<file path="config.mk">
export PLATFORM = sky130hd
export DESIGN_NAME = sic_sfr_irq_top
export DESIGN_NICKNAME = d
export VERILOG_FILES = /design/src/design/sic_pkg.sv /design/src/design/sic_pin_sync.sv /design/src/design/sic_flag_bank.sv /design/src/design/sic_sfr_irq_top.sv
export SDC_FILE = /design/constraint.sdc
export NUM_CORES = 1
export LEC_CHECK = 0
export ABC_AREA = 1
export BUFFER_PORTS_ARGS = -buffer_cell sky130_fd_sc_hd__buf_2
export CORE_MARGIN = 2
export CORE_UTILIZATION = 55
export DETAILED_ROUTE_END_ITERATION = 8
export PLACE_DENSITY = 0.82
export SLEW_MARGIN = 10
export SYNTH_ARGS = -nofsm -noshare
export SYNTH_HDL_FRONTEND = slang
export SYNTH_SLANG_ARGS = --single-unit
</file>
<file path="constraint.sdc">
create_clock -name clk_sys_in -period 2.15 [get_ports clk_sys_in]
set_input_delay 0.1075 -clock clk_sys_in [delete_from_list [all_inputs] [get_ports clk_sys_in]]
set_output_delay 0.1075 -clock clk_sys_in [all_outputs]
set_load 0.01 [all_outputs]
</file>
<file path="src/design/sic_pkg.sv">
package sic_pkg;

    // ------------------------------------------------------------
    // Register offsets
    // ------------------------------------------------------------
    localparam logic [7:0] ADR_PORT0      = 8'h80;
    localparam logic [7:0] ADR_STACK      = 8'h81;
    localparam logic [7:0] ADR_DPTR_LO    = 8'h82;
    localparam logic [7:0] ADR_DPTR_HI    = 8'h83;
    localparam logic [7:0] ADR_LINE_EN    = 8'h84;
    localparam logic [7:0] ADR_LINE_FLAGS = 8'h85;
    localparam logic [7:0] ADR_PWM_FLAGS  = 8'h86;
    localparam logic [7:0] ADR_POWER_CTRL = 8'h87;
    localparam logic [7:0] ADR_TMR_CTRL   = 8'h88;

    // ------------------------------------------------------------
    // Reset values
    // ------------------------------------------------------------
    localparam logic [7:0] RST_STACK = 8'h07;
    localparam logic [7:0] RST_ZERO  = 8'h00;

    // ------------------------------------------------------------
    // Field positions
    // ------------------------------------------------------------
    localparam int PWR_DOUBLE_BIT = 7;
    localparam int PWR_FLAG_B_BIT = 3;
    localparam int PWR_FLAG_A_BIT = 2;
    localparam int PWR_DOWN_BIT   = 1;
    localparam int PWR_SLEEP_BIT  = 0;
    localparam int TC_T1_OVF_BIT  = 7;
    localparam int TC_T1_RUN_BIT  = 6;
    localparam int TC_T0_OVF_BIT  = 5;
    localparam int TC_T0_RUN_BIT  = 4;
    localparam int TC_X1_FLAG_BIT = 3;
    localparam int TC_X1_SEL_BIT  = 2;
    localparam int TC_X0_FLAG_BIT = 1;
    localparam int TC_X0_SEL_BIT  = 0;
    localparam int LINE_COUNT     = 8;
    localparam int PWM_COUNT      = 3;

    // ------------------------------------------------------------
    // Carriers
    // ------------------------------------------------------------
    typedef struct packed {
        logic       rd;
        logic       wr;
        logic [7:0] addr;
        logic [7:0] wdata;
    } sic_sfr_req_t;

    typedef struct packed {
        logic t1_ovf;
        logic t0_ovf;
        logic t1_ack;
        logic t0_ack;
        logic x1_ack;
        logic x0_ack;
    } sic_tmr_evt_t;

endpackage : sic_pkg

</file>
<file path="src/design/sic_pin_sync.sv">
`timescale 1ns/1ps
module sic_pin_sync #(
    parameter int WIDTH = 10
) (
    input  wire logic             clk_sys_in,
    input  wire logic             rst_n_in,
    input  wire logic             ce_in,
    input  wire logic [WIDTH-1:0] pin_in,
    output logic      [WIDTH-1:0] level_out,
    output logic      [WIDTH-1:0] fall_out
);
    logic [WIDTH-1:0] s1;
    logic [WIDTH-1:0] s2;
    logic [WIDTH-1:0] s3;
    logic [WIDTH-1:0] next_level;

    // A change counts only once the last two stages agree
    assign next_level = (~(s2 ^ s3) & s3) | ((s2 ^ s3) & level_out);

    always_ff @(posedge clk_sys_in) begin
        if (!rst_n_in) begin
            s1        <= '1;
            s2        <= '1;
            s3        <= '1;
            level_out <= '1;
            fall_out  <= '0;
        end else if (ce_in) begin
            s1        <= pin_in;
            s2        <= s1;
            s3        <= s2;
            level_out <= next_level;
            fall_out  <= level_out & ~next_level;
        end
    end
endmodule : sic_pin_sync

</file>
<file path="src/design/sic_flag_bank.sv">
`timescale 1ns/1ps
module sic_flag_bank #(
    parameter int WIDTH = 8
) (
    input  wire logic             clk_sys_in,
    input  wire logic             rst_n_in,
    input  wire logic             ce_in,
    input  wire logic [WIDTH-1:0] set_in,
    input  wire logic [WIDTH-1:0] clr_in,
    output logic      [WIDTH-1:0] flag_out
);
    // Set beats clear so an event in the clearing cycle survives
    always_ff @(posedge clk_sys_in) begin
        if (!rst_n_in) begin
            flag_out <= '0;
        end else if (ce_in) begin
            flag_out <= (flag_out & ~clr_in) | set_in;
        end
    end
endmodule : sic_flag_bank

</file>
<file path="src/design/sic_sfr_irq_top.sv">
`timescale 1ns/1ps
// ------------------------------------------------------------
// ------------------------------------------------------------
module sic_sfr_irq_top
    import sic_pkg::*;
(
    input  wire logic         clk_sys_in,
    input  wire logic         rst_n_in,
    input  wire logic         ce_in,
    input  wire sic_sfr_req_t sfr_req_in,
    input  wire logic [7:0]   ext_line_pins_in,
    input  wire logic         ext_line0_pin_in,
    input  wire logic         ext_line1_pin_in,
    input  wire logic [2:0]   pwm_event_in,
    input  wire sic_tmr_evt_t tmr_evt_in,
    input  wire logic         global_irq_enable_in,
    input  wire logic         low_voltage_detect_irq_enable_in,
    input  wire logic         timer1_pin_gating_in,
    output logic      [7:0]   sfr_rdata_out,
    output logic              sfr_hit_out,
    output logic      [7:0]   port0_data_out,
    output logic      [7:0]   stack_pointer_out,
    output logic      [15:0]  data_pointer_out,
    output logic      [7:0]   ext_line_irq_out,
    output logic      [2:0]   pwm_irq_out,
    output logic              ext0_irq_out,
    output logic              ext1_irq_out,
    output logic              timer0_irq_out,
    output logic              timer1_irq_out,
    output logic              timer0_count_en_out,
    output logic              timer1_count_en_out,
    output logic              uart1_double_rate_out,
    output logic              idle_out,
    output logic              power_down_out,
    output logic              wake_out
);

    // ------------------------------------------------------------
    // Address decode
    // ------------------------------------------------------------
    function automatic logic sfr_sel(input sic_sfr_req_t r, input logic [7:0] a);
        return r.addr == a;
    endfunction : sfr_sel

    logic [7:0] wd;
    logic       wr_p0;
    logic       wr_sp;
    logic       wr_dl;
    logic       wr_dh;
    logic       wr_en;
    logic       wr_lf;
    logic       wr_pf;
    logic       wr_pc;
    logic       wr_tc;

    assign wd    = sfr_req_in.wdata;
    assign wr_p0 = sfr_req_in.wr && sfr_sel(sfr_req_in, ADR_PORT0);
    assign wr_sp = sfr_req_in.wr && sfr_sel(sfr_req_in, ADR_STACK);
    assign wr_dl = sfr_req_in.wr && sfr_sel(sfr_req_in, ADR_DPTR_LO);
    assign wr_dh = sfr_req_in.wr && sfr_sel(sfr_req_in, ADR_DPTR_HI);
    assign wr_en = sfr_req_in.wr && sfr_sel(sfr_req_in, ADR_LINE_EN);
    assign wr_lf = sfr_req_in.wr && sfr_sel(sfr_req_in, ADR_LINE_FLAGS);
    assign wr_pf = sfr_req_in.wr && sfr_sel(sfr_req_in, ADR_PWM_FLAGS);
    assign wr_pc = sfr_req_in.wr && sfr_sel(sfr_req_in, ADR_POWER_CTRL);
    assign wr_tc = sfr_req_in.wr && sfr_sel(sfr_req_in, ADR_TMR_CTRL);

    // ------------------------------------------------------------
    // Storage registers
    // ------------------------------------------------------------
    logic [7:0] port0;
    logic [7:0] stack_ptr;
    logic [7:0] dptr_lo;
    logic [7:0] dptr_hi;
    logic [7:0] line_en;
    logic       dbl_rate;
    logic       flag_b;
    logic       flag_a;
    logic       pd;
    logic       sleep_light_request;
    logic       tr1;
    logic       tr0;
    logic       it1;
    logic       it0;

    always_ff @(posedge clk_sys_in) begin
        if (!rst_n_in) begin
            port0     <= RST_ZERO;
            stack_ptr <= RST_STACK;
            dptr_lo   <= RST_ZERO;
            dptr_hi   <= RST_ZERO;
            line_en   <= RST_ZERO;
        end else if (ce_in) begin
            if (wr_p0) port0 <= wd;
            if (wr_sp) stack_ptr <= wd;
            if (wr_dl) dptr_lo <= wd;
            if (wr_dh) dptr_hi <= wd;
            if (wr_en) line_en <= wd;
        end
    end

    always_ff @(posedge clk_sys_in) begin
        if (!rst_n_in) begin
            dbl_rate <= 1'b0;
            flag_b   <= 1'b0;
            flag_a   <= 1'b0;
        end else if (ce_in && wr_pc) begin
            dbl_rate <= wd[PWR_DOUBLE_BIT];
            flag_b   <= wd[PWR_FLAG_B_BIT];
            flag_a   <= wd[PWR_FLAG_A_BIT];
        end
    end

    always_ff @(posedge clk_sys_in) begin
        if (!rst_n_in) begin
            tr1 <= 1'b0;
            tr0 <= 1'b0;
            it1 <= 1'b0;
            it0 <= 1'b0;
        end else if (ce_in && wr_tc) begin
            tr1 <= wd[TC_T1_RUN_BIT];
            tr0 <= wd[TC_T0_RUN_BIT];
            it1 <= wd[TC_X1_SEL_BIT];
            it0 <= wd[TC_X0_SEL_BIT];
        end
    end

    // ------------------------------------------------------------
    // Pin synchronisers and event flags
    // ------------------------------------------------------------
    logic [9:0] pin_lvl;
    logic [9:0] pin_fall;
    logic [7:0] line_fall;
    logic [7:0] line_flags;
    logic [2:0] pwm_flags;
    logic [3:0] tc_flags;
    logic [3:0] tc_wr_bits;
    logic [3:0] tc_set;
    logic [3:0] tc_clr;

    sic_pin_sync #(.WIDTH(10)) u_pin_sync (
        .clk_sys_in (clk_sys_in),
        .rst_n_in   (rst_n_in),
        .ce_in      (ce_in),
        .pin_in     ({ext_line1_pin_in, ext_line0_pin_in, ext_line_pins_in}),
        .level_out  (pin_lvl),
        .fall_out   (pin_fall)
    );

    assign line_fall = pin_fall[7:0];

    // Writing 1 to a pending flag leaves it alone
    sic_flag_bank #(.WIDTH(LINE_COUNT)) u_line_flags (
        .clk_sys_in (clk_sys_in),
        .rst_n_in   (rst_n_in),
        .ce_in      (ce_in),
        .set_in     (line_fall),
        .clr_in     (wr_lf ? ~wd : 8'h00),
        .flag_out   (line_flags)
    );

    sic_flag_bank #(.WIDTH(PWM_COUNT)) u_pwm_flags (
        .clk_sys_in (clk_sys_in),
        .rst_n_in   (rst_n_in),
        .ce_in      (ce_in),
        .set_in     (pwm_event_in),
        .clr_in     (wr_pf ? ~wd[2:0] : 3'h0),
        .flag_out   (pwm_flags)
    );

    // Order inside the bank: timer 1, timer 0, line 1, line 0
    assign tc_wr_bits = {wd[TC_T1_OVF_BIT], wd[TC_T0_OVF_BIT],
                         wd[TC_X1_FLAG_BIT], wd[TC_X0_FLAG_BIT]};
    assign tc_set = {tmr_evt_in.t1_ovf, tmr_evt_in.t0_ovf,
                     pin_fall[9] & it1, pin_fall[8] & it0}
                  | (wr_tc ? tc_wr_bits : 4'h0);
    assign tc_clr = {tmr_evt_in.t1_ack, tmr_evt_in.t0_ack,
                     tmr_evt_in.x1_ack, tmr_evt_in.x0_ack}
                  | (wr_tc ? ~tc_wr_bits : 4'h0);

    sic_flag_bank #(.WIDTH(4)) u_tc_flags (
        .clk_sys_in (clk_sys_in),
        .rst_n_in   (rst_n_in),
        .ce_in      (ce_in),
        .set_in     (tc_set),
        .clr_in     (tc_clr),
        .flag_out   (tc_flags)
    );

    // ------------------------------------------------------------
    // Requests, wake and power modes
    // ------------------------------------------------------------
    logic [7:0] line_req;
    logic       ext0_req;
    logic       ext1_req;
    logic       any_req;
    logic       wake;
    logic       next_pd;
    logic       next_idl;
    logic       next_t1_cnt;

    assign line_req = line_flags & line_en
                    & {8{low_voltage_detect_irq_enable_in}};
    // Level mode is not latched: a short low pulse is missed by design
    assign ext0_req = it0 ? tc_flags[0] : ~pin_lvl[8];
    assign ext1_req = it1 ? tc_flags[1] : ~pin_lvl[9];
    assign any_req  = (|line_req) | (|pwm_flags) | tc_flags[3] | tc_flags[2]
                    | ext0_req | ext1_req;
    // Global enable deliberately absent from wake
    assign wake     = pd & (|line_req);
    // A write of 1 wins over a wake arriving in the same cycle
    assign next_pd  = (wr_pc & wd[PWR_DOWN_BIT])
                    | (pd & ~wr_pc & ~wake);
    assign next_idl = (wr_pc & wd[PWR_SLEEP_BIT])
                    | (sleep_light_request & ~wr_pc & ~wake & ~(global_irq_enable_in & any_req));
    assign next_t1_cnt = tr1 & (~timer1_pin_gating_in | pin_lvl[9]);

    always_ff @(posedge clk_sys_in) begin
        if (!rst_n_in) begin
            pd  <= 1'b0;
            sleep_light_request <= 1'b0;
        end else if (ce_in) begin
            pd  <= next_pd;
            sleep_light_request <= next_idl;
        end
    end

    // ------------------------------------------------------------
    // Registered outputs
    // ------------------------------------------------------------
    always_ff @(posedge clk_sys_in) begin
        if (!rst_n_in) begin
            ext_line_irq_out    <= 8'h00;
            pwm_irq_out         <= 3'h0;
            ext0_irq_out        <= 1'b0;
            ext1_irq_out        <= 1'b0;
            timer0_irq_out      <= 1'b0;
            timer1_irq_out      <= 1'b0;
            timer0_count_en_out <= 1'b0;
            timer1_count_en_out <= 1'b0;
            wake_out            <= 1'b0;
        end else if (ce_in) begin
            ext_line_irq_out    <= line_req;
            pwm_irq_out         <= pwm_flags;
            ext0_irq_out        <= ext0_req;
            ext1_irq_out        <= ext1_req;
            timer0_irq_out      <= tc_flags[2];
            timer1_irq_out      <= tc_flags[3];
            timer0_count_en_out <= tr0;
            timer1_count_en_out <= next_t1_cnt;
            wake_out            <= wake;
        end
    end

    assign port0_data_out        = port0;
    assign stack_pointer_out     = stack_ptr;
    assign data_pointer_out      = {dptr_hi, dptr_lo};
    assign uart1_double_rate_out = dbl_rate;
    assign idle_out              = sleep_light_request;
    assign power_down_out        = pd;

    // ------------------------------------------------------------
    // Read path
    // ------------------------------------------------------------
    logic [7:0] rd_mux;
    logic       rd_map;

    always_comb begin
        rd_map = 1'b1;
        if (sfr_sel(sfr_req_in, ADR_PORT0)) rd_mux = port0;
        else if (sfr_sel(sfr_req_in, ADR_STACK)) rd_mux = stack_ptr;
        else if (sfr_sel(sfr_req_in, ADR_DPTR_LO)) rd_mux = dptr_lo;
        else if (sfr_sel(sfr_req_in, ADR_DPTR_HI)) rd_mux = dptr_hi;
        else if (sfr_sel(sfr_req_in, ADR_LINE_EN)) rd_mux = line_en;
        else if (sfr_sel(sfr_req_in, ADR_LINE_FLAGS)) rd_mux = line_flags;
        else if (sfr_sel(sfr_req_in, ADR_PWM_FLAGS)) rd_mux = {5'h00, pwm_flags};
        else if (sfr_sel(sfr_req_in, ADR_POWER_CTRL)) begin
            rd_mux = {dbl_rate, 3'h0, flag_b, flag_a, pd, sleep_light_request};
        end else if (sfr_sel(sfr_req_in, ADR_TMR_CTRL)) begin
            rd_mux = {tc_flags[3], tr1, tc_flags[2], tr0, tc_flags[1], it1, tc_flags[0], it0};
        end else begin
            rd_mux = 8'h00;
            rd_map = 1'b0;
        end
    end

    // Data holds between reads so the core may sample late
    always_ff @(posedge clk_sys_in) begin
        if (!rst_n_in) begin
            sfr_rdata_out <= 8'h00;
            sfr_hit_out   <= 1'b0;
        end else if (ce_in) begin
            sfr_hit_out <= sfr_req_in.rd & rd_map;
            if (sfr_req_in.rd) sfr_rdata_out <= rd_mux;
        end
    end
endmodule : sic_sfr_irq_top

</file>
After elaboration in Yosys (flattened, before gate mapping)

Index checks and enable logic that the tools add are counted.

Bits in registers: 141

Equal/unequal tests: 9
Bitwise gates (word level): 50
Multiplexer cells: 24
Reductions and logical operators: 19

Operators with widths:

| cell               | number |
|---|---|
| $mux 8             | 10 |
| $eq 8x8->1 const B | 9 |
| $and 10x10->10     | 3 |
| $and 8x8->8        | 3 |
| $not 10->10        | 2 |
| $not 8->8          | 2 |
| $and 1x1->1        | 13 |
| $or 4x4->4         | 3 |
| $reduce_and 2->1   | 6 |
| $logic_and 1x1->1  | 11 |
| $mux 1             | 11 |
| $or 10x10->10      | 1 |
| $xor 10x10->10     | 1 |
| $mux 4             | 2 |
| $not 4->4          | 2 |
| $or 1x1->1         | 8 |
| $or 8x8->8         | 1 |
| $reduce_or 8->1    | 1 |
| $not 1->1          | 6 |
| $not 3->3          | 2 |
| $and 4x4->4        | 1 |
| $and 3x3->3        | 1 |
| $mux 3             | 1 |
| $or 3x3->3         | 1 |
| $reduce_or 3->1    | 1 |

Depth between registers and ports, before layout

Gate-level depths: netlist (run 1).

Depth in word-level cells: 12
Gate-level depth with buffers: 13
Gate-level depth less buffers: 11

By module

A second synthesis (run 1) with hierarchy kept.

Cell total of the unflattened synthesis: 876
Area total of the unflattened synthesis: 6303.5 µm²

Modules (own cells, without submodules):

| module                        | instances | area an instance (µm²) | cells each | seq. area each (µm²) |
|---|---|---|---|---|
| sic_sfr_irq_top               | 1         | 3794.9                 | 546        | 1521.5 |
| sic_pin_sync                  | 1         | 1920.6                 | 249        | 1001.0 |
| sic_flag_bank at u_line_flags | 1         | 321.6                  | 43         | 160.2 |
| sic_flag_bank at u_tc_flags   | 1         | 153.9                  | 22         | 80.1 |
| sic_flag_bank at u_pwm_flags  | 1         | 112.6                  | 16         | 60.1 |

Worst setup path after synthesis (run 1)

No wires, ideal clock.

Path kind: input -> register
Start point: in sfr_req_in[14] in the netlist's numbering
End point: reg u_line_flags.flag_out[0]
Slack: 0.945 ns
Setup time: 0.132 ns
Stages on the path: 9
Arrival: 1.072 ns
Path through: inv_1 > nand2_2 > nor2_4 > buf_6 > nand3_2 > nor2_2 > nand2_2 > o21ai_0 > a21oi_1

Longest elaborated chain between the ends: 6

Ends and longest elaborated chain:

| what                   | RTL line               | source |
|---|---|---|
| start: declaration     | sic_sfr_irq_top.sv:10  | `input wire sic_sfr_req_t sfr_req_in,` |
| $eq 8x8->1             | sic_sfr_irq_top.sv:42  | `return r.addr == a;` |
| $logic_and 1x1->1      | sic_sfr_irq_top.sv:62  | `assign wr_lf = sfr_req_in.wr && sfr_sel(sfr_req_in, ADR_LINE_FLAGS);` |
| $mux 8                 | sic_sfr_irq_top.sv:157 | `.clr_in (wr_lf ? ~wd : 8'h00),` |
| $not 8->8              | sic_flag_bank.sv:17    | `flag_out <= (flag_out & ~clr_in) \| set_in;` |
| $and 8x8->8            | sic_flag_bank.sv:17    |  |
| $or 8x8->8             | sic_flag_bank.sv:17    |  |
| end signal: assignment | sic_flag_bank.sv:17    |  |
| end: declaration       | sic_flag_bank.sv:10    | `output logic [WIDTH-1:0] flag_out` |

No other way between the ends.
A chain may end at the register's enable or synchronous reset.

Worst setup path after layout (run 1)

Start point: reg line_en[2]
End point: reg sleep_light_request, in the netlist idle_out

Longest elaborated chain between the ends: 12
Elaborated cells between the ends (all ways): 15
Those cells by class: bitwise: 14; reduce/logical: 1

Ends and longest elaborated chain:

| what                     | RTL line                                       | source |
|---|---|---|
| start: declaration       | sic_sfr_irq_top.sv:74                          | `logic [7:0] line_en;` |
| start signal: assignment | sic_sfr_irq_top.sv:97                          | `if (wr_en) line_en <= wd;` |
| $and 8x8->8 *            | sic_sfr_irq_top.sv:201                         | `assign line_req = line_flags & line_en` |
| $and 8x8->8 *            | sic_sfr_irq_top.sv:202                         | `& {8{low_voltage_detect_irq_enable_in}};` |
| $reduce_or 8->1 *        | sic_sfr_irq_top.sv:206, sic_sfr_irq_top.sv:209 |  |
| $or 1x1->1 (3 in a row)  | sic_sfr_irq_top.sv:206                         | `assign any_req = (\|line_req) \| (\|pwm_flags) \| tc_flags[3] \| tc_flags[2]` |
| $or 1x1->1 (2 in a row)  | sic_sfr_irq_top.sv:207                         | `\| ext0_req \| ext1_req;` |
| $and 1x1->1              | sic_sfr_irq_top.sv:214                         | `\| (sleep_light_request & ~wr_pc & ~wake & ~(global_irq_enable_in & any_req));` |
| $not 1->1                | sic_sfr_irq_top.sv:214                         |  |
| $and 1x1->1 *            | sic_sfr_irq_top.sv:214                         |  |
| $or 1x1->1 *             | sic_sfr_irq_top.sv:214                         |  |
| end signal: assignment   | sic_sfr_irq_top.sv:223                         | `sleep_light_request <= next_idl;` |
| end: declaration         | sic_sfr_irq_top.sv:79                          | `logic sleep_light_request;` |

Every way passes the cells marked *; elsewhere a longest branch is shown, timed or not.

==> out/results.tsv, run 1 <==
stage	metric	value	unit
outcome	status	finished, final reports clean	
power_and_ir_drop	Clk network pwr share	49.0	%
routing	DRT Pass-1 Iters	6	
hold_path	Hold Path Cell Cnt	3	
finish	# diodes	0	
global_route	antenna violations before repair	0	
logic_synthesis	largest area contributor in the netlist	dfxtp_1	
sta	Pins Over Slew Limit	0	
logic_synthesis	Most used DFF post-synth	dfxtp_1	
critical_path	RR Startpoint	line_en[2]	
global_route	number of global-route vias before repair	5412	
floorplan	Die X	108	um
logic_synthesis	top-count cell post-synth	nand2_1	
hold_path	Hold Crit Class	in2reg	
logic_synthesis	count of cell types in the netlist	29	
routing	drc violations	0	
routing	via count	5898	
sta	Final Cycle Share	86.2	%
logic_synthesis	top post-synthesis cells by count	nand2_1, dfxtp_1, a21oi_1	
clocking	clk sinks	141	
sta	Hold Vio Cnt, Final	0	
floorplan	cell row count	38	
clocking	Worst-path clk slew	60	ps
hold_path	Worst Hold End	dptr_hi[0]	
logic_synthesis	area share of the largest cell type after synthesis	47.3	%
routing	antenna-violating nets left	0	
critical_path	CP max FO	3	
logic_synthesis	Yosys warning total	0	
floorplan	Ports	105	
critical_path	Crit. End Element	flop	
logic_synthesis	Syn Nets	853	
sta	min Tclk post-route	1850	ps
clocking	clk root buf	clkbuf_8	
critical_path	reg2reg setup slack	300	ps
finish	synth-to-layout area growth	24.3	%
logic_synthesis	sequential area share after synthesis	47.3	%
finish	share of layout cells above drive strength 1	18.4	%
floorplan	die height	108	um
clocking	Max H-tree Level	4	
logic_synthesis	EDFF count, synth	0	
critical_path	crit path DAT	2310	ps
power_and_ir_drop	switching power	1.51	mW
routing	Initial DRC Count	557	
finish	non-filler instance count after layout	1078	
power_and_ir_drop	leakage power	3.48	nW
critical_path	Crit Path Class	reg2reg	
clocking	clock tree buffer depth	2	
routing	DR WL/cell	15.3	um
finish	Fillers	872	
sta	Peak Freq	539	MHz
logic_synthesis	Post-Syn Instances	810	
sta	final setup fails	0	
global_route	pin count of the biggest net entering global routing	130	
power_and_ir_drop	pwr/cell area	850	nW/um2
power_and_ir_drop	sw frac	23.9	%
logic_synthesis	Area contributors post-synth	dfxtp_1, nand2_1, a21oi_1, o21ai_0, inv_1	
global_route	GRT Residual Overflow	0	
floorplan	die area	11700	um2
clocking	clk_lat worst skew	530	ps
placement	Final Wtd Congestion	0.963	
placement	DP Wirelength	10900	um
critical_path	reg2reg end	idle_out	
placement	Port-buffer cells	104	
critical_path	CP required	2610	ps
critical_path	crit path launch type	flop	
power_and_ir_drop	VDD IR-drop max	0.516	mV
clocking	CTS tree	done	
sta	RSZ-0062 raised after global routing	no	
finish	post-layout util	69.3	%
sta	Worst-Margin Slew	963	ps
global_route	GRT Total Usage	28.8	%
routing	vias per inst	5.47	
placement	Placed Cells	1020	
critical_path	R2R depth	8	
logic_synthesis	Post-Syn Area per Cell	7.37	um2
power_and_ir_drop	Comb pwr share	7.4	%
routing	final WL	16500	um
clocking	CTS buffer count	17	
logic_synthesis	Synth Register Bits	141	
flow_run	total of max-cap violations	0	
power_and_ir_drop	internal cell power	4.80	mW
floorplan	Starting Density	55.8	%
logic_synthesis	Async S/R FF share, synth	0	%
floorplan	core area	10700	um2
sta	Worst Skew	12.8	ps
power_and_ir_drop	power share of the sequential group	43.6	%
hold_path	worst hold start	sfr_req_in[0]	
sta	Max-slew headroom	35.8	%
finish	post-layout net count	968	
sta	setup TNS	0	ps
logic_synthesis	synthesized cell area	5970	um2
global_route	first-pass GRT wire length	26300	um
## layout make-up
type                            count  area (um2)  area share, %
Sequential cell                   141        2820           38.1
Multi-Input combinational cell    522        2560           34.5
Timing Repair Buffer              136         841           11.3
Clock buffer                       19         432           5.82
Inverter                          107         402           5.41
Clock inverter                     13         185           2.50
Tap cell                          140         175           2.36
## stage by stage
step	instance area [um2]	power [mW]	hold slack (ps)	setup WS (ps)
5_1_grt	7420	6.50	41.2	239
4_1_cts	7420	6.31	2.63	326
2_1_floorplan	5970	3.06	234	945
6_report	7420	6.31	12.3	296
3_3_place_gp	6540	3.22	317	565
3_5_place_dp	6540	3.22	321	519
## cell families after synthesis
family	Yosys count	synth area share [%]
adders and majority gates	3	0.503
AOI/OAI and AO/OA	247	22.3
DFF	141	47.3
and+or+nand+nor	272	20.1
buffers and inverters	147	9.79
## power by group through the flow
| stage | logic [mW] | clock network, mW | registers (mW) |
|---|---|---|---|
| after floorplan | 0.257 | 0 | 2.81 |
| after global placement | 0.411 | 0 | 2.81 |
| after detailed placement | 0.416 | 0 | 2.81 |
| after CTS | 0.459 | 3.10 | 2.75 |
| after global routing | 0.519 | 3.22 | 2.76 |
| final | 0.464 | 3.09 | 2.75 |
## state kept, by name (all words and copies together) (netlist names), 3 cells and up
register,count
dptr_hi,8
dptr_lo,8
ext_line_irq_out,8
line_en,8
port0_data_out,8
pwm_irq_out,3
sfr_rdata_out,8
stack_pointer_out,8
u_line_flags.flag_out,8
u_pin_sync.fall_out,10
u_pin_sync.level_out,10
u_pin_sync.s1,10
u_pin_sync.s2,10
u_pin_sync.s3,10
u_pwm_flags.flag_out,3
u_tc_flags.flag_out,4
## per-layer routing
metal  up-vias  share of wire, %  track usage [%]
met1      2663                41             37.3
met2       274                46             46.5
met3        61               7.7             4.46
li1       2900                 -                -
met4         0               4.8             15.1
met5         -                 0                0
## worst max-delay path by stage
| stage | startpoint | to | slack, ps | cells past startpoint |
|---|---|---|---|---|
| floorplan | sfr_req_in[14] | u_line_flags.flag_out[0] | 950 | 9 |
| global placement | sfr_req_in[14] | sfr_rdata_out[4] | 570 | 13 |
| detailed placement | sfr_req_in[14] | u_line_flags.flag_out[0] | 520 | 10 |
| CTS | line_en[2] | idle_out | 330 | 8 |
| global route | line_en[2] | idle_out | 240 | 8 |
| finish | line_en[2] | idle_out | 300 | 8 |
## placed cells by master, fill, tap and decap left out, types with 3 or more instances in the layout
cell type | netlist | final
nor2_4 | 3 | 3
nor2_1 | 41 | 41
nand2_2 | 8 | 8
inv_1 | 95 | 95
buf_2 | 5 | 103
maj3_1 | 3 | 3
clkbuf_16 | 0 | 16
o21a_1 | 3 | 3
dlygate4sd3_1 | 0 | 26
dfxtp_1 | 141 | 141
o211ai_1 | 22 | 22
a221oi_1 | 3 | 3
bufinv_16 | 0 | 4
nand2_1 | 152 | 152
nor2_2 | 3 | 3
inv_6 | 0 | 4
nand4_1 | 5 | 5
buf_4 | 3 | 6
nand3_1 | 54 | 54
o211ai_2 | 3 | 3
inv_2 | 10 | 10
o21ai_0 | 100 | 100
a21oi_1 | 103 | 103
o21ai_1 | 12 | 12
clkinv_2 | 0 | 3
## repair_timing
action	4_1_cts	5_1_grt
resized for setup	0	0
setup buffers	0	0
hold endpoints to repair	29	0
hold buffers	26	0
## worst max-delay path, stage by stage (launching register included)
cell and delay, ps:
dfxtp_1 330, nand3_1 150, nand2_1 70, nor2_1 240
nand2_1 90, nand2_1 130, nand4_1 100, dlygate4sd3_1 560
a21oi_1 120
No activity file was read; power rests on OpenSTA's default activity.
==> run 2, diff against run 1 <==
==> constraint.sdc (replaced) <==
create_clock -name clk_sys_in -period 2.15 [get_ports clk_sys_in]
set_input_delay 0.215 -clock clk_sys_in [delete_from_list [all_inputs] [get_ports clk_sys_in]]
set_output_delay 0.215 -clock clk_sys_in [all_outputs]
set_load 0.01 [all_outputs]
==> out/results.tsv, run 2 (same netlist as run 1, synthesis figures left out) <==
stage	metric	value	unit	change
global_route	number of global-route vias before repair	5470		+1.1%
power_and_ir_drop	power share of the sequential group	45.2	%	+1.6 points
global_route	antenna violations before repair	0		unchanged
critical_path	RR Startpoint	line_en[2]		
sta	Final Cycle Share	62.9	%	-23 points
routing	Initial DRC Count	465		-17%
clocking	clk sinks	141		unchanged
hold_path	worst hold start	tmr_evt_in[2]		
clocking	Worst-path clk slew	70	ps	about the same
sta	Worst Skew	7.05	ps	-5.75 ps
floorplan	Ports	105		unchanged
finish	post-layout net count	960		-0.83%
clocking	CTS tree	done		
sta	Hold Vio Cnt, Final	0		unchanged
global_route	pin count of the biggest net entering global routing	130		unchanged
critical_path	CP max FO	4		+1
clocking	clk root buf	clkbuf_8		
hold_path	Hold Path Cell Cnt	6		+3
sta	Worst-Margin Slew	698	ps	-265 ps
critical_path	slowest stage delay, CP	430	ps	-130 ps
power_and_ir_drop	Comb pwr share	7.5	%	about the same
floorplan	die height	108	um	unchanged
power_and_ir_drop	VDD IR-drop max	0.526	mV	+2.1%
outcome	status	finished, final reports clean		
critical_path	slowest cell on the critical path	dfxtp_1		
clocking	clk_lat worst skew	530	ps	about the same
sta	min Tclk post-route	1350	ps	-501 ps
finish	share of layout cells above drive strength 1	18.7	%	+0.27 points
critical_path	R2R depth	7		-1
sta	RSZ-0062 raised after global routing	no		
finish	# diodes	0		unchanged
clocking	clock tree buffer depth	2		unchanged
sta	setup TNS	0	ps	unchanged
floorplan	die area	11700	um2	unchanged
global_route	GRT Total Usage	29.2	%	+0.40 points
routing	DR WL/cell	15.6	um	+1.8%
finish	Fillers	903		+3.6%
sta	Max-slew headroom	53.2	%	+17 points
placement	DP Wirelength	11000	um	+0.71%
critical_path	CP required	1930	ps	-680 ps
finish	commonest cells after routing, fill and taps aside	nand2_1, dfxtp_1, a21oi_1, buf_2, o21ai_0		
routing	via count	5938		+0.68%
routing	antenna-violating nets left	0		unchanged
power_and_ir_drop	PnR Total Power	6.09	mW	-3.4%
critical_path	Crit. End Element	output pin		
sta	Pins Over Slew Limit	0		unchanged
critical_path	crit path buf inv count	1		unchanged
critical_path	crit path DAT	1140	ps	-1170 ps
routing	vias per inst	5.55		+1.4%
floorplan	core area	10700	um2	unchanged
clocking	Max H-tree Level	4		unchanged
power_and_ir_drop	leakage power	3.42	nW	-1.6%
critical_path	reg2reg setup slack	840	ps	+540 ps
global_route	first-pass GRT wire length	26500	um	+0.81%
clocking	CTS buffer count	17		unchanged
hold_path	Worst Hold End	u_tc_flags.flag_out[2]		
critical_path	Crit Path Class	reg2out		
clocking	Post-CTS Resized	0		unchanged
sta	final setup fails	0		unchanged
floorplan	cell row count	38		unchanged
flow_run	total of max-cap violations	0		unchanged
critical_path	Worst path top cell family by delay	flip-flops		
global_route	GRT Residual Overflow	0		unchanged
critical_path	reg2reg end	idle_out		
placement	Final Wtd Congestion	0.943		-2.0%
floorplan	Die X	108	um	unchanged
critical_path	CP Cell Sequence	buf_2		
power_and_ir_drop	pwr/cell area	833	nW/um2	-2.0%
power_and_ir_drop	internal cell power	4.54	mW	-5.4%
finish	synth-to-layout area growth	22.5	%	
floorplan	Starting Density	55.8	%	unchanged
routing	final WL	16700	um	+1.1%
power_and_ir_drop	sw frac	25.5	%	+1.5 points
routing	drc violations	0		unchanged
hold_path	Hold Crit Class	in2reg		
routing	DRT Pass-1 Iters	5		-1
power_and_ir_drop	Clk network pwr share	47.3	%	-1.7 points
placement	Port-buffer cells	104		unchanged
critical_path	crit path launch type	flop		
finish	commonest non-fill, non-tap cell in the layout	nand2_1		
finish	post-layout util	68.3	%	-1.0 points
sta	Peak Freq	739	MHz	+37%
power_and_ir_drop	switching power	1.55	mW	+2.8%
-- run 2: changes by cell type in the layout (fill, tap and decap cells not counted) --
| cell | delta |
|---|---|
| clkinv_4 | +3 |
| inv_6 | -2 |
| buf_12 | +1 |
| clkbuf_8 | -1 |
| clkinvlp_4 | +2 |
| clkinv_2 | -2 |
| bufinv_16 | -2 |
| inv_8 | +2 |
| dlygate4sd3_1 | -9 |
-- run 2: area by class of cell --
class                           instances  area (um2)  area share, %
Clock buffer                           18         418           5.72
Sequential cell                       141        2820           38.6
Tap cell                              140         175           2.40
Inverter                              107         402           5.49
Clock inverter                         14         161           2.21
Timing Repair Buffer                  128         771           10.5
Multi-Input combinational cell        522        2560           35.0
-- run 2: how the worst max path moves through the flow --
stage,from,to,slack (ps),depth (start not counted)
after floorplan,sfr_req_in[14],u_line_flags.flag_out[0],840,9
after global placement,sfr_req_in[14],sfr_rdata_out[4],470,13
after detailed placement,sfr_req_in[14],sfr_rdata_out[4],430,13
after CTS,power_down_out,power_down_out,830,1
after global routing,line_en[2],idle_out,730,7
final,power_down_out,power_down_out,800,1
-- run 2: metrics by stage --
stage	cell area [um2]	cells	hold WS [ps]	setup slack [ps]
floorplan	5970	810	341	838
global placement	6560	1021	424	475
detailed placement	6560	1021	429	432
CTS	7310	1070	40.6	833
global route	7310	1070	93.4	732
finish	7310	1070	46.4	798
-- run 2: power by group through the flow --
stage	clock, mW	sequential (mW)	combinational, mW
after global routing	3.02	2.76	0.510
after global placement	0	2.81	0.415
after detailed placement	0	2.81	0.423
after floorplan	0	2.81	0.257
after CTS	2.89	2.75	0.453
final	2.88	2.75	0.457
-- run 2: metal layers --
metal	wire length, um	up-vias	global-route usage, %
met5	0	-	0
met4	797	0	15.6
met3	1400	71	6.39
met2	7630	298	46.9
met1	6850	2683	36.8
li1	-	2886	-
-- run 2: timing repair --
action | 4_1_cts | 5_1_grt
buffers inserted | 0 | 0
hold buffers | 17 | 0
hold endpoints to repair | 17 | 0
==> run 3, diff against run 2 <==
- clock period: 2.15 -> 1.3 ns (I/O delays scaled with it)
==> out/results.tsv, run 3 (same netlist as run 1, synthesis figures left out) <==
stage	metric	value	unit	change
finish	share of layout cells above drive strength 1	23.3	%	+4.6 points
power_and_ir_drop	pwr/cell area	1310	nW/um2	+58%
routing	DRT Pass-1 Iters	7		+2
global_route	met1 GRT Util	37.7	%	+0.86 points
critical_path	reg2reg setup slack	60	ps	-780 ps
floorplan	cell row count	38		unchanged
sta	final setup fails	0		unchanged
critical_path	CP required	1760	ps	-170 ps
routing	final WL	17400	um	+4.2%
power_and_ir_drop	VDD IR-drop max	0.955	mV	+81%
global_route	number of global-route vias before repair	5777		+5.6%
global_route	gr busiest metal	met2		
sta	min Tclk post-route	1240	ps	
global_route	antenna violations before repair	0		unchanged
sta	Final Cycle Share	95.4	%	
finish	Final Cell Area	7810	um2	+6.8%
finish	post-layout net count	1009		+5.1%
global_route	GR Util met2	49.9	%	+3.0 points
routing	vias per inst	5.53		-0.32%
sta	Pins Over Slew Limit	0		unchanged
power_and_ir_drop	leakage power	3.69	nW	+8.0%
sta	Worst Skew	8.43	ps	+1.38 ps
routing	DR WL/cell	15.5	um	-0.38%
sta	Peak Freq	807	MHz	
power_and_ir_drop	PnR Total Power	10.3	mW	+68%
finish	Fillers	820		-9.2%
finish	Multi-input gate area	2600	um2	+1.4%
outcome	status	finished, final reports clean		
floorplan	die height	108	um	unchanged
floorplan	core area	10700	um2	unchanged
finish	commonest cells after routing, fill and taps aside	nand2_1, dfxtp_1, buf_2		
sta	Max-slew headroom	74.7	%	+22 points
sta	setup TNS	0	ps	unchanged
floorplan	Die X	108	um	unchanged
routing	via count	6190		+4.2%
global_route	GRT Total Usage	30.8	%	+1.6 points
finish	commonest non-fill, non-tap cell in the layout	nand2_1		
clocking	Worst-path clk slew	70	ps	about the same
critical_path	CP max FO	3		-1
placement	dpl cell area	6950	um2	+5.9%
placement	DP Wirelength	11600	um	+6.0%
clocking	Max H-tree Level	4		unchanged
routing	Initial DRC Count	576		+24%
floorplan	die area	11700	um2	unchanged
clocking	clock tree buffer depth	2		unchanged
hold_path	Hold Crit Class	in2reg		
finish	synth-to-layout area growth	30.8	%	
clocking	CTS buffer count	17		unchanged
clocking	clk_lat worst skew	530	ps	about the same
critical_path	crit path launch type	flop		
clocking	Post-CTS Setup Inserts	0		unchanged
placement	Final Wtd Congestion	0.982		+4.1%
clocking	CTS tree	done		
sta	Worst-Margin Slew	375	ps	-323 ps
global_route	met3 Usage GRT	5.85	%	-0.54 points
critical_path	crit path DAT	1700	ps	+560 ps
critical_path	Crit. End Element	flop		
placement	Port-buffer cells	104		unchanged
flow_run	total of max-cap violations	0		unchanged
global_route	pin count of the biggest net entering global routing	64		-51%
routing	antenna-violating nets left	0		unchanged
sta	Hold Slack	18.0	ps	-28.4 ps
clocking	clk sinks	141		unchanged
floorplan	Ports	105		unchanged
finish	# diodes	0		unchanged
clocking	clk root buf	clkbuf_8		
finish	register area	2830	um2	about the same
sta	Hold Vio Cnt, Final	0		unchanged
floorplan	Starting Density	55.8	%	unchanged
global_route	first-pass GRT wire length	27800	um	+4.9%
global_route	GRT Residual Overflow	0		unchanged
routing	drc violations	0		unchanged
critical_path	Crit Path Class	reg2reg		
==> run 3: path summary, 6_finish.rpt <==
check / startpoint / end / cells past startpoint
min reg2reg: u_pin_sync.s1[7] / u_pin_sync.s1[7] / 2
max reg2reg: line_en[4] / idle_out / 7
max: line_en[4] / idle_out / 7
min: sfr_req_in[3] / stack_pointer_out[3] / 3
==> run 3: per-layer routing <==
layer | vias to the layer above | wire, um
li1 | 2985 | -
met1 | 2810 | 6910
met2 | 317 | 7980
met3 | 78 | 1420
met4 | 0 | 1070
met5 | - | 0
==> run 3: area by class of cell <==
type / count / share of cell area (%)
Clock buffer: 20 / 5.45
Multi-Input combinational cell: 522 / 33.3
Timing Repair Buffer: 177 / 15.6
Tap cell: 140 / 2.24
Inverter: 107 / 5.21
Sequential cell: 141 / 36.2
Clock inverter: 12 / 2.07
==> run 3: repair_timing <==
item / 4_1_cts / 5_1_grt
gates cloned: 0 / 0
endpoints found under the hold margin: 24 / 0
setup endpoints to repair: 1 / 7
gates resized for setup: 1 / 18
pin swaps: 0 / 2
hold buffers: 23 / 0
==> run 3: power by group <==
group	internal, mW	leakage, nW	switching, mW
clock network	2.95	0.277	1.89
logic	0.351	2.26	0.518
registers	4.47	1.15	0.0803
==> run 3: worst max-delay path, stage by stage, from the launching register on <==
cell,delay [ps]
dfxtp_1,310
nand3_1,120
nand2_1,120
nor2_4,170
nand2_1,80
nand2_1,110
nand4_1,130
a21oi_2,140
==> run 3: through the flow <==
| step | utilization [%] | instances | setup slack, ps |
|---|---|---|---|
| 6_report | 73.0 | 1119 | 60.2 |
| 3_3_place_gp | 64.9 | 1064 | -213 |
| 4_1_cts | 72.6 | 1119 | 54.7 |
| 2_1_floorplan | - | 810 | 73.0 |
| 3_5_place_dp | 64.9 | 1064 | -301 |
| 5_1_grt | 73.0 | 1119 | -28.6 |
